## src/include/psd_pkg.sv

```systemverilog
// Purpose: shared constants for the phased string dimming block
// Assumes: 125 MHz system clock, 10-bit pwm, 11-bit die temperature
// Notes:   register indices sit on a plain 4-bit address port
package psd_pkg;
  localparam int CLK_HZ    = 125_000_000;
  localparam int ADDR_W    = 4;
  localparam int DATA_W    = 32;
  localparam int PWM_W     = 10;
  localparam int PWM_STEPS = 1024;
  localparam int TEMP_W    = 11;
  localparam int TEMP_FRAC = 3;
  localparam int STRINGS   = 7;
  localparam int MIN_STR   = 4;

  // register indices
  localparam logic [3:0] REG_CTRL     = 4'h0;
  localparam logic [3:0] REG_CFG      = 4'h1;
  localparam logic [3:0] REG_BRT_MAIN = 4'h2;
  localparam logic [3:0] REG_BRT_SEC  = 4'h3;
  localparam logic [3:0] REG_KNEE     = 4'h4;
  localparam logic [3:0] REG_SLOPE    = 4'h5;
  localparam logic [3:0] REG_STATUS   = 4'h6;
  localparam logic [3:0] REG_TEMP_HI  = 4'h7;
  localparam logic [3:0] REG_TEMP_LO  = 4'h8;

  // configuration field positions
  localparam int CFG_W        = 11;
  localparam int CFG_DIV_LSB  = 0;
  localparam int CFG_RATE_LSB = 2;
  localparam int CFG_PS_OFF   = 5;
  localparam int CFG_MODE     = 6;
  localparam int CFG_LIM_LSB  = 7;
  localparam int CFG_STR_LSB  = 9;

  // reset values
  localparam logic [10:0] CFG_RST   = 11'h400;
  localparam logic [7:0]  BRT_RST   = 8'h00;
  localparam logic [15:0] KNEE_RST  = 16'haa55;
  localparam logic [23:0] SLOPE_RST = 24'h404040;

  // thermal derating
  localparam int LIM_BASE_C    = 100;
  localparam int LIM_STEP_C    = 10;
  localparam int DERATE_PCT    = 4;
  localparam int DERATE_SPAN_C = 100 / DERATE_PCT;
  localparam int PWM_FULL      = PWM_STEPS - 1;

  // highest shift frequency codes per mode
  localparam logic [4:0] TOP_CODE_M0 = 5'h1c;
  localparam logic [4:0] TOP_CODE_M1 = 5'h1f;

  // frequency lists in Hz
  localparam int RATE_HZ [8] = '{992, 1526, 1983, 2441, 2974, 3965,
                                 4883, 19531};
  localparam int OUT1_HZ [32] = '{229, 305, 381, 458, 534, 610, 687, 763,
                                  839, 916, 992, 1068, 1144, 1221, 1297,
                                  1373, 1450, 1526, 1602, 1678, 1755, 1831,
                                  1908, 1983, 2060, 2671, 3203, 3737, 4270,
                                  4808, 9766, 19531};

  typedef enum logic [1:0] {
    PSD_IDLE     = 2'b00,
    PSD_RUN_PS   = 2'b01,
    PSD_RUN_FLAT = 2'b11
  } psd_state_t;

  // clock cycles per pwm step at a given period rate, never below one
  function automatic logic [15:0] psd_tick_cycles(input int hz);
    int c;
    c = CLK_HZ / (hz * PWM_STEPS);
    return (c < 1) ? 16'h0001 : 16'(c);
  endfunction
endpackage

```

## src/logic/psd_freq_rom.sv

```systemverilog
// Purpose: frequency code to pwm step length lookup
// Assumes: code and mode are stable while the block runs
// Notes:   read data come out of a register, one cycle of latency
module psd_freq_rom (
  input  wire logic        sys_clk_in,
  input  wire logic        rst_b_in,
  input  wire logic        mode_in,
  input  wire logic [4:0]  code_in,
  output logic      [15:0] tick_div_out
);
  import psd_pkg::*;

  // mode 0 uses the pwm rate column, mode 1 the output frequency list
  always_ff @(posedge sys_clk_in or negedge rst_b_in) begin
    if (!rst_b_in) begin
      tick_div_out <= 16'h0001;
    end else if (mode_in) begin
      tick_div_out <= psd_tick_cycles(OUT1_HZ[code_in]);
    end else begin
      tick_div_out <= psd_tick_cycles(RATE_HZ[code_in[4:2]]);
    end
  end
endmodule

```

## src/logic/psd_phase_pwm.sv

```systemverilog
// Purpose: rotating phase shifted pwm for the led strings, with derating
// Assumes: die temperature arrives unsynchronised, 8.3 fixed point degC
// Notes:   configuration is frozen while the run bit is set
//
// Implementation choices: strobed register access and the address map.
module psd_phase_pwm (
  input  wire logic                        sys_clk_in,
  input  wire logic                        rst_b_in,
  input  wire logic [psd_pkg::ADDR_W-1:0]  addr_in,
  input  wire logic [psd_pkg::DATA_W-1:0]  wr_data_in,
  input  wire logic                        wr_stb_in,
  input  wire logic                        rd_stb_in,
  input  wire logic [psd_pkg::TEMP_W-1:0]  die_temp_in,
  output logic      [psd_pkg::DATA_W-1:0]  rd_data_out,
  output logic      [psd_pkg::STRINGS-1:0] string_on_out,
  output logic                             boost_const_out
);
  import psd_pkg::*;

  // 3-segment curve, slopes in 1/16 pwm step per brightness step
  function automatic logic [9:0] curve10(input logic [7:0] b,
                                         input logic [15:0] kn,
                                         input logic [23:0] sl);
    logic [17:0] y1;
    logic [17:0] y2;
    logic [17:0] y;
    y1 = 18'(kn[7:0] * sl[7:0]);
    y2 = y1 + 18'((kn[15:8] - kn[7:0]) * sl[15:8]);
    if (b < kn[7:0]) begin
      y = 18'(b * sl[7:0]);
    end else if (b < kn[15:8]) begin
      y = y1 + 18'((b - kn[7:0]) * sl[15:8]);
    end else begin
      y = y2 + 18'((b - kn[15:8]) * sl[23:16]);
    end
    y = y >> 4;
    return (y > 18'(PWM_FULL)) ? 10'(PWM_FULL) : y[9:0];
  endfunction

  // subtract 4% of full scale per degree above the limit, floor at zero
  function automatic logic [9:0] derate(input logic [9:0] pwm,
                                        input logic [7:0] ex);
    logic [17:0] red;
    red = (ex >= 8'(DERATE_SPAN_C)) ? 18'(PWM_FULL)
        : 18'((ex * PWM_FULL) / DERATE_SPAN_C);
    return (18'(pwm) > red) ? 10'(18'(pwm) - red) : 10'h000;
  endfunction

  logic                run;
  logic [CFG_W-1:0]    cfg;
  logic [CFG_W-1:0]    act_cfg;
  logic [7:0]          brt_main;
  logic [7:0]          brt_sec;
  logic [15:0]         knee;
  logic [23:0]         slope;
  logic [TEMP_W-1:0]   t_s1;
  logic [TEMP_W-1:0]   t_s2;
  logic [TEMP_W-1:0]   t_s3;
  logic [TEMP_W-1:0]   temp_q;
  logic [TEMP_FRAC-1:0] temp_lo_shadow;
  psd_state_t          state;
  psd_state_t          next_state;
  logic [15:0]         rom_tick;
  logic [15:0]         tick_lim_q;
  logic [15:0]         cnt_q;
  logic [9:0]          phase_q;
  logic [2:0]          sub_q;
  logic [2:0]          pos_q;
  logic [9:0]          pwm_main_q;
  logic [9:0]          pwm_sec_q;
  logic [9:0]          duty_q;
  logic [9:0]          sec_duty_q;
  logic [2:0]          k_q;
  logic [9:0]          r_q;
  logic [STRINGS-1:0]  next_on;

  // decoded active configuration
  logic [1:0] div_sel;
  logic [4:0] code;
  logic       ps_off;
  logic       mode;
  logic [1:0] lim_sel;
  logic [2:0] n_str;
  logic [7:0] limit_deg;
  logic [7:0] temp_deg;
  logic [7:0] excess;
  logic [2:0] sub_max;
  logic       tick;
  logic       wrap;
  logic       shift_evt;
  logic       top_code;
  logic [12:0] dn;
  logic [15:0] tick_calc;

  assign div_sel   = act_cfg[CFG_DIV_LSB +: 2];
  assign code      = act_cfg[CFG_DIV_LSB +: 5];
  assign ps_off    = act_cfg[CFG_PS_OFF];
  assign mode      = act_cfg[CFG_MODE];
  assign lim_sel   = act_cfg[CFG_LIM_LSB +: 2];
  assign n_str     = 3'(MIN_STR) + {1'b0, act_cfg[CFG_STR_LSB +: 2]};
  assign limit_deg = 8'(LIM_BASE_C) + 8'(LIM_STEP_C) * {6'h00, lim_sel};
  assign temp_deg  = temp_q[TEMP_W-1:TEMP_FRAC];
  assign excess    = (temp_deg > limit_deg) ? temp_deg - limit_deg : 8'h00;
  // mode 1 shifts once per pwm period, so no sub-division there
  assign sub_max   = mode ? 3'h0 : 3'((4'h1 << div_sel) - 4'h1);
  assign tick      = (cnt_q == tick_lim_q - 16'h0001);
  assign wrap      = tick && (phase_q == 10'(PWM_FULL));
  assign shift_evt = wrap && (sub_q == sub_max) && (state == PSD_RUN_PS);
  assign top_code  = mode ? (code == TOP_CODE_M1) : (code == TOP_CODE_M0);
  assign dn        = 13'(pwm_main_q * n_str); // k and r match the new duty

  // register writes; only the config word waits for a stop to reach the pwm logic
  always_ff @(posedge sys_clk_in or negedge rst_b_in) begin
    if (!rst_b_in) begin
      run      <= 1'b0;
      cfg      <= CFG_RST;
      brt_main <= BRT_RST;
      brt_sec  <= BRT_RST;
      knee     <= KNEE_RST;
      slope    <= SLOPE_RST;
    end else if (wr_stb_in) begin
      case (addr_in)
        REG_CTRL:     run      <= wr_data_in[0];
        REG_CFG:      cfg      <= wr_data_in[CFG_W-1:0];
        REG_BRT_MAIN: brt_main <= wr_data_in[7:0];
        REG_BRT_SEC:  brt_sec  <= wr_data_in[7:0];
        REG_KNEE:     knee     <= wr_data_in[15:0];
        REG_SLOPE:    slope    <= wr_data_in[23:0];
        default:      ;
      endcase
    end
  end

  // load at enable: a running block never sees a half-changed config
  always_ff @(posedge sys_clk_in or negedge rst_b_in) begin
    if (!rst_b_in) begin
      act_cfg <= CFG_RST;
    end else if (!run) begin
      act_cfg <= cfg;
    end
  end

  // three-stage sync; a word is taken once the last two stages agree
  always_ff @(posedge sys_clk_in or negedge rst_b_in) begin
    if (!rst_b_in) begin
      t_s1   <= '0;
      t_s2   <= '0;
      t_s3   <= '0;
      temp_q <= '0;
    end else begin
      t_s1 <= die_temp_in;
      t_s2 <= t_s1;
      t_s3 <= t_s2;
      if (t_s2 == t_s3) begin
        temp_q <= t_s3;
      end
    end
  end

  // register reads; data stand only in the cycle after the strobe
  always_ff @(posedge sys_clk_in or negedge rst_b_in) begin
    if (!rst_b_in) begin
      rd_data_out    <= '0;
      temp_lo_shadow <= '0;
    end else begin
      rd_data_out <= '0;
      if (rd_stb_in) begin
        case (addr_in)
          REG_CTRL:     rd_data_out <= 32'(run);
          REG_CFG:      rd_data_out <= 32'(cfg);
          REG_BRT_MAIN: rd_data_out <= 32'(brt_main);
          REG_BRT_SEC:  rd_data_out <= 32'(brt_sec);
          REG_KNEE:     rd_data_out <= 32'(knee);
          REG_SLOPE:    rd_data_out <= 32'(slope);
          REG_STATUS:   rd_data_out <= {6'h00, pwm_main_q, 7'h00,
                                        k_q, pos_q, boost_const_out,
                                        (excess != 8'h00), state[0]};
          REG_TEMP_HI: begin
            rd_data_out    <= 32'(temp_q[TEMP_W-1:TEMP_FRAC]);
            temp_lo_shadow <= temp_q[TEMP_FRAC-1:0];
          end
          REG_TEMP_LO:  rd_data_out <= 32'(temp_lo_shadow);
          default:      rd_data_out <= '0;
        endcase
      end
    end
  end

  // run state; the off bit picks plain simultaneous pwm
  always_comb begin
    case (state)
      PSD_IDLE:     next_state = !run ? PSD_IDLE
                               : ps_off ? PSD_RUN_FLAT : PSD_RUN_PS;
      PSD_RUN_PS:   next_state = run ? PSD_RUN_PS : PSD_IDLE;
      PSD_RUN_FLAT: next_state = run ? PSD_RUN_FLAT : PSD_IDLE;
      default:      next_state = PSD_IDLE;
    endcase
  end

  always_ff @(posedge sys_clk_in or negedge rst_b_in) begin
    if (!rst_b_in) begin
      state <= PSD_IDLE;
    end else begin
      state <= next_state;
    end
  end

  psd_freq_rom u_rom (
    .sys_clk_in   (sys_clk_in),
    .rst_b_in     (rst_b_in),
    .mode_in      (mode),
    .code_in      (code),
    .tick_div_out (rom_tick)
  );

  // mode 1 shifting runs one pwm period per shift, N times the string rate
  assign tick_calc = (mode && !ps_off) ? rom_tick / 16'(n_str) : rom_tick;

  always_ff @(posedge sys_clk_in or negedge rst_b_in) begin
    if (!rst_b_in) begin
      tick_lim_q <= 16'h0001;
    end else if (state == PSD_IDLE) begin
      tick_lim_q <= (tick_calc == 16'h0000) ? 16'h0001 : tick_calc;
    end
  end

  // step divider and 10-bit pwm phase
  always_ff @(posedge sys_clk_in or negedge rst_b_in) begin
    if (!rst_b_in) begin
      cnt_q   <= '0;
      phase_q <= '0;
    end else if (state == PSD_IDLE) begin
      cnt_q   <= '0;
      phase_q <= '0;
    end else if (tick) begin
      cnt_q   <= '0;
      phase_q <= phase_q + 10'h001;
    end else begin
      cnt_q <= cnt_q + 16'h0001;
    end
  end

  // period count within a shift period, then rotate one place
  always_ff @(posedge sys_clk_in or negedge rst_b_in) begin
    if (!rst_b_in) begin
      sub_q <= '0;
      pos_q <= '0;
    end else if (state == PSD_IDLE) begin
      sub_q <= '0;
      pos_q <= '0;
    end else if (wrap) begin
      sub_q <= (sub_q == sub_max) ? 3'h0 : sub_q + 3'h1;
      if (shift_evt) begin
        pos_q <= (pos_q == n_str - 3'h1) ? 3'h0 : pos_q + 3'h1;
      end
    end
  end

  // brightness curve and derating, recomputed every cycle
  always_ff @(posedge sys_clk_in or negedge rst_b_in) begin
    if (!rst_b_in) begin
      pwm_main_q <= '0;
      pwm_sec_q  <= '0;
    end else begin
      pwm_main_q <= derate(curve10(brt_main, knee, slope), excess);
      pwm_sec_q  <= derate({brt_sec, brt_sec[7:6]}, excess);
    end
  end

  // duties change only at a period boundary or while idle, to avoid runt pulses
  always_ff @(posedge sys_clk_in or negedge rst_b_in) begin
    if (!rst_b_in) begin
      duty_q     <= '0;
      sec_duty_q <= '0;
      k_q        <= '0;
      r_q        <= '0;
    end else if (state == PSD_IDLE || wrap) begin
      duty_q     <= pwm_main_q;
      sec_duty_q <= pwm_sec_q;
      k_q        <= dn[12:10];
      r_q        <= dn[9:0];
    end
  end

  // per string decision: full, partial or off by rotated position
  always_comb begin
    logic [2:0] j;
    next_on = '0;
    j       = 3'h0;
    for (int i = 0; i < STRINGS; i++) begin
      j = (3'(i) >= pos_q) ? 3'(i) - pos_q : 3'(i) + n_str - pos_q;
      if (state == PSD_IDLE) begin
        next_on[i] = 1'b0;
      end else if (3'(i) < n_str) begin
        if (state == PSD_RUN_FLAT) begin
          next_on[i] = phase_q < duty_q;
        end else begin
          next_on[i] = (j < k_q) || (j == k_q && phase_q < r_q);
        end
      end else if (i == STRINGS - 1) begin
        next_on[i] = phase_q < sec_duty_q;
      end
    end
  end

  always_ff @(posedge sys_clk_in or negedge rst_b_in) begin
    if (!rst_b_in) begin
      string_on_out   <= '0;
      boost_const_out <= 1'b0;
    end else begin
      string_on_out   <= next_on;
      boost_const_out <= (state == PSD_RUN_PS) && top_code;
    end
  end

  logic [STRINGS-1:0] main_mask;
  assign main_mask = 7'((8'h01 << n_str) - 8'h01);
endmodule

```

## config.mk

```make
export PLATFORM = sky130hd
export DESIGN_NAME = psd_phase_pwm
export DESIGN_NICKNAME = d
export VERILOG_FILES = /design/src/include/psd_pkg.sv /design/src/logic/psd_freq_rom.sv /design/src/logic/psd_phase_pwm.sv
export SDC_FILE = /design/constraint.sdc
export NUM_CORES = 2
export LEC_CHECK = 0
export ABC_CLOCK_PERIOD_IN_PS = 57600
export BUFFER_PORTS_ARGS = -buffer_cell sky130_fd_sc_hd__buf_2
export CAP_MARGIN = 10
export CORE_MARGIN = 3
export CORE_UTILIZATION = 45
export CTS_CLUSTER_DIAMETER = 80
export DETAILED_ROUTE_END_ITERATION = 10
export GPL_ROUTABILITY_DRIVEN = 0
export SYNTH_ARGS = -nofsm -noshare
export SYNTH_HDL_FRONTEND = slang
export SYNTH_SLANG_ARGS = --single-unit
```

## constraint.sdc

```tcl
create_clock -name sys_clk_in -period 57.6 [get_ports sys_clk_in]
set_clock_uncertainty 0.1 [all_clocks]
set_input_delay 11.52 -clock sys_clk_in [delete_from_list [all_inputs] [get_ports sys_clk_in]]
set_output_delay 11.52 -clock sys_clk_in [all_outputs]
set_load 0.02 [all_outputs]
```

# Word-level counts from Yosys, hierarchy flattened
# Memory sizes are Yosys's and may differ from the RTL's.
# Cells that the tools add are included.
word_totals:
  reg_bits: 285
  latchBits: 0
  mem_bits_rw: 0
  rom_bits: 1280
  wordCells: 242
  mem_count: 2
op_classes:
  addsub: 38
  n_mul: 8
  div_mod_pow: 4
  order_cmp: 35
  eq_ne: 24
  shift: 1
  mux: 64
  n_bitwise: 2
  reduce_logical: 36
memory_table:
  columns: ["name", "depth", "word_bits", "read_ports", "rd_ports_with_merged_regs", "wr", "line", "rtl"]
  rows:
  - ["(name not given)", 32, 32, 1, 0, 0, "psd_freq_rom.sv:18", "tick_div_out <= psd_tick_cycles(OUT1_HZ[code_in]);"]
  - ["(name not given)", 8, 32, 1, 0, 0, "psd_freq_rom.sv:20", "tick_div_out <= psd_tick_cycles(RATE_HZ[code_in[4:2]]);"]
op_table:
  columns: ["cell", "count"]
  rows:
  - ["case mux 26 bit (9 select lines)", 1]
  - ["two-way mux 16 bit", 7]
  - ["two-way mux 22 bit", 4]
  - ["divider 28 x 32 -> 32 bit (first input constant)", 2]
  - ["less-than comparator 32 x 2 -> 1 bit (second input constant)", 2]
  - ["multiplier 9 x 9 -> 18 bit", 3]
  - ["two-way mux 18 bit", 3]
  - ["two-way mux 10 bit", 5]
  - ["two-way mux 3 bit", 15]
  - ["adder 16 x 18 -> 18 bit", 2]
  - ["> comparator 10 x 18 -> 1 bit", 2]
  - ["divider 18 x 5 -> 32 bit (second input constant)", 1]
  - ["multiplier 8 x 8 -> 16 bit", 2]
  - ["less-than comparator 10 bit", 3]
  - ["equality test 3 bit", 9]
  - ["subtractor 8 x 8 -> 9 bit", 3]
  - ["two-way mux 26 bit", 1]
  - ["two-way mux 1 bit", 23]
  - ["less-than comparator 3 bit", 7]
  - ["subtractor 3 bit", 7]
  - ["subtractor 10 bit", 2]
  - ["adder 18 bit", 1]
  - ["multiplier 8 x 10 -> 18 bit (second input constant)", 1]
  - ["adder 16 x 1 -> 16 bit (second input constant)", 1]
  - ["53 further kinds", 105]

# Logic depth before layout (Yosys ltp)
logic_depth:
  ltp_word: 10
  depth_mapped: 301

# Hierarchy
# From an unflattened synthesis, not the netlist that was laid out.
unflattened:
  cells_unflattened: 7163
  area_unflattened_um2: 57795.4
modules_own_cells:
  columns: ["module", "instances", "cells_per_inst", "area_each_um2", "seq_area_each_um2"]
  rows:
  - ["psd_phase_pwm", 1, 4272, 37473.4, 6598.8]
  - ["psd_freq_rom", 1, 2891, 20322.0, 401.6]

# Worst setup path before layout
# No wires, ideal clock.
synth_timing:
  path_kind: "reg2reg"
  startpoint: "register act_cfg[4]"
  endpoint: "register u_rom.tick_div_out[0]"
  setup_time_ns: 0.090
  arrival_time_ns: 50.113
  required_ns: 57.410
  setup_slack_ns: 7.297
  path_stages_with_launch: 284
  path_buffers: 27
  period_less_slack_ns: 50.303
  path_cell_list: "dfrtp_1 -> buf_6 -> buf_2 -> buf_2 -> buf_1 -> clkbuf_1 -> buf_1 -> mux2i_1 -> nand2_1 -> a21oi_1 -> a221oi_1 -> ha_1 -> a21oi_1 -> nor2b_1 -> o211ai_1 -> nor2_1 -> ha_1 -> nor2b_1 -> (+248 left out) -> inv_1 -> nand2_1 -> mux2i_1 -> or4_1 -> clkbuf_1 -> clkbuf_1 -> nor2_1 -> a21oi_1 -> ha_1 -> a21o_1 -> a21oi_1 -> a2111o_1 -> a31oi_1 -> or4b_2 -> nor4_1 -> o221ai_1 -> nor4_1 -> a31oi_1"
synth_via:
  elab_chain_len: 8
  elab_cells_between_ends: 15
synth_rtl:
  columns: ["item", "line", "rtl"]
  rows:
  - ["start, declared", "psd_phase_pwm.sv:51", "logic [CFG_W-1:0] act_cfg;"]
  - ["start signal, assigned", "psd_phase_pwm.sv:139", "act_cfg <= cfg;"]
  - ["NOT 5 -> 6 bit (implied by the code) or NOT 3 -> 4 bit (tied branches)", "psd_freq_rom.sv:18, psd_freq_rom.sv:20", null]
  - ["memory read (32 x 32 bit) or memory read (8 x 32 bit) (tied branches)", null, null]
  - ["two-way mux 22 bit (on tied branches) (2 in series)", "psd_freq_rom.sv:18, psd_freq_rom.sv:20", null]
  - ["divider 28 x 32 -> 32 bit", "psd_pkg.sv:70", "c = CLK_HZ / (hz * PWM_STEPS);"]
  - ["less-than comparator 32 x 2 -> 1 bit", "psd_pkg.sv:71", "return (c < 1) ? 16'h0001 : 16'(c);"]
  - ["two-way mux 16 bit", "psd_pkg.sv:71", null]
  - ["two-way mux 16 bit (*)", "psd_freq_rom.sv:17", "end else if (mode_in) begin"]
  - ["end signal, assigned", "psd_freq_rom.sv:18", null]
  - ["end signal, assigned", "psd_freq_rom.sv:20", null]
  - ["end, declared", "psd_freq_rom.sv:9", "output logic [15:0] tick_div_out"]
# Every way passes the cells marked *; elsewhere a longest branch is shown, timed or not. The select of a mux whose other input is x is not followed.
# A chain may end at the register's enable or synchronous reset.

# Final worst setup path
# Ends and elaborated chain as after synthesis.

==> run metrics <==
status completed; vias in the first global route 50149; initial antenna violation count 28; Post-Syn Area 57500 µm²; DRT met1 WL 78100 µm; relative slew slack 0.211; WL/cell 19.7 µm; first-pass GRT wire length 273000 µm; Final Hold Fails 0; Vias 52121; RSZ-0062 raised after global routing no; Post-Synth Adder-Cell Area 0.282; flop-to-flop setup slack slightly below 5 ns; CTS tree yes; Tcrit/Tclk final 0.915; chip height 364 µm; Highest Signal Layer met5; Num CTS Buffers 31; area grow syn2layout 5.85%; DP HPWL approximately 140000 µm; I/O Buffers 76; max-slew violation count 0; Final min period 52.72 ns; H-tree Lvls 1; Seq/Total Area, Yosys 0.122; reg2reg end u_rom.tick_div_out[0]; pin count of the biggest net entering global routing 153; largest family of logic cells by synthesized area adder cells; final setup violating endpoints 0; Initial DRC Count 3952; Cell variety after synth 152; core area 126000 µm²; GR Util All Layers 0.255; setup TNS 0 ns; final core utilization 0.483; width of the die between 300 and 400 µm; max_cap viols 0; Crit. End Element flop; Synth Area in Simple Gates 0.189; Cells after Synth 7132; Top cell by count, worst path a21oi_1; post-synthesis xor/xnor area fraction 0.0603; number of synthesized flops with an enable pin 0; Reg clk slew, reported paths roughly 0.06 ns; Overflow after GRT 0; CP Launch Type flop; Synth Warn # 0; hold path endpoint t_s2[1]; met2 wire len 77900 µm; fraction of layout cells with a size suffix above 1 0.0893; Hold Path Origin t_s1[1]; Final nets 8228; Hold Path Cell Cnt 0; critical path's slowest cell dfrtp_4; Crit Path Class reg2reg; share of synthesized registers carrying an async set or reset 1.00; DR vias/cell 5.93; DRC viols 0; Crit path arrival time 53.12 ns; Worst Hold Class reg2reg; Top FF cell, synth dfrtp_1; number of clock sinks 279; Register-to-Register Path Depth 276; Rows 130; worst slew pin tran 1.18 ns; clk buf depth 3; register bit total from synthesis 279; post-synthesis compound-gate area fraction 0.224; final WL 173000 µm; Detail Route Antenna Nets 0; Hold-fix buffers, CTS 0; CP max stage delay ~0.64 ns; Ports 91; critical path fanouts, max 31; multiplexer share of the synthesized area 0.0561; TritonRoute pass-1 iters 8; Root Driver clkbuf_16; commonest non-fill, non-tap cell in the layout inv_1; CP Data Required Time 58.00 ns; Critical R2R Launch act_cfg[4]; met3 routed WL 10100 µm; highest clock rate 0.0190 GHz; commonest cells after routing, fill and taps aside 739 x inv_1, 733 x ha_1, 615 x nand2_1; area of the die 132000 µm²; syn avg cell area around 8.1 µm²; Clock Latency Late Sink 0.61 ns; starting density of the core 0.456
==> logic make-up after synthesis <==
kind of cell	Yosys count
buffers and inverters	986
XOR/XNOR	392
other	2
flip-flops	279
adder cells (fa/ha/maj)	1089
AND/OR/NAND/NOR	2209
AO/OA/AOI/OAI	1885
multiplexers	290
==> cells in the mapped netlist, types with 23 or more instances <==
master / count / share of area
a21oi_1: 462 / 0.040
mux2_2: 216 / 0.042
o22ai_1: 24 / 0.0026
fa_1: 349 / 0.12
a31oi_1: 74 / 0.0080
nand2b_1: 131 / 0.014
xor2_1: 120 / 0.018
inv_1: 739 / 0.048
buf_2: 23 / 0.0020
ha_1: 734 / 0.16
a21o_1: 169 / 0.022
o21ai_1: 37 / 0.0032
and3_1: 43 / 0.0047
xnor2_1: 267 / 0.041
nand4_1: 47 / 0.0051
a22oi_1: 39 / 0.0051
o211ai_1: 53 / 0.0069
o21ai_0: 330 / 0.029
nor2_1: 540 / 0.035
clkbuf_1: 177 / 0.012
nand3_1: 117 / 0.010
a21boi_0: 26 / 0.0034
o21a_1: 143 / 0.019
o21bai_1: 67 / 0.0087
nand2_1: 618 / 0.040
or3_1: 30 / 0.0033
and2_1: 244 / 0.027
o31ai_1: 74 / 0.0097
nor4_1: 27 / 0.0029
or2_2: 32 / 0.0035
nor3_1: 167 / 0.015
dfrtp_1: 264 / 0.11
mux2i_1: 67 / 0.012
a211oi_1: 52 / 0.0068
nor2b_1: 97 / 0.011
==> per-layer routing <==
layer  track usage  vias to the layer above
met2         0.415                     1483
met5             0                        -
li1              -                    25036
met4        0.0930                       10
met3        0.0235                      293
met1         0.352                    25299
==> critical path: cells and delay by family, from the launching register on <==
kind                     cells  cell delay (ns)
XOR/XNOR                     1             0.21
buffers and inverters       17             3.24
multiplexers                 4             0.95
AND/OR/NAND/NOR             61            10.97
AO/OA/AOI/OAI              175            31.17
adder cells (fa/ha/maj)     18             5.13
flip-flops                   1             0.64
==> what timing repair did <==
action                     CTS  global route
hold endpoints to repair     0             0
resized for setup            0            30
buffers inserted             0             7
setup endpoints to repair    0             2
==> flip-flops by register name (all words and copies together) (netlist names), 11 cells and up <==
name                count
t_s2                   11
tick_lim_q             16
rd_data_out            26
u_rom.tick_div_out     16
t_s1                   11
slope                  24
temp_q                 11
knee                   16
cfg                    11
cnt_q                  16
act_cfg                11
t_s3                   11
==> metrics by stage <==
stage / cells / instance area [µm²] / hold WS [ns] / setup WS, ns
after detailed placement: 8702 / 59600 / 0.235 / 1.69
after global routing: 8778 / 60900 / 0.261 / 0.0898
after global placement: 8702 / 59600 / 0.234 / 2.49
after CTS: 8760 / 60600 / 0.256 / 1.48
final: 8791 / 60900 / 0.251 / 4.88
after floorplan: 7152 / 57600 / 0.231 / 7.30
==> final cells by class <==
cell class,count,area (µm²)
multi-input cells,5889,47000
inverters,754,2840
well taps,1650,2060
repair buffers,139,876
clock inverters,20,215
clock buffers,38,822
diodes,22,55.1
fillers,12484,65300
flip-flops and latches,279,7010
==> worst max-delay path by stage <==
stage,cells past startpoint,endpoint,from
after floorplan,283,u_rom.tick_div_out[0],act_cfg[4]
after global placement,270,u_rom.tick_div_out[0],act_cfg[1]
after detailed placement,272,u_rom.tick_div_out[0],act_cfg[1]
after CTS,272,u_rom.tick_div_out[0],act_cfg[1]
after global routing,278,u_rom.tick_div_out[0],act_cfg[1]
final,276,u_rom.tick_div_out[0],act_cfg[4]
Power is left out: the tool's default activity adds up to more than one toggle a clock period on the data nets, which glitch-free logic cannot reach.
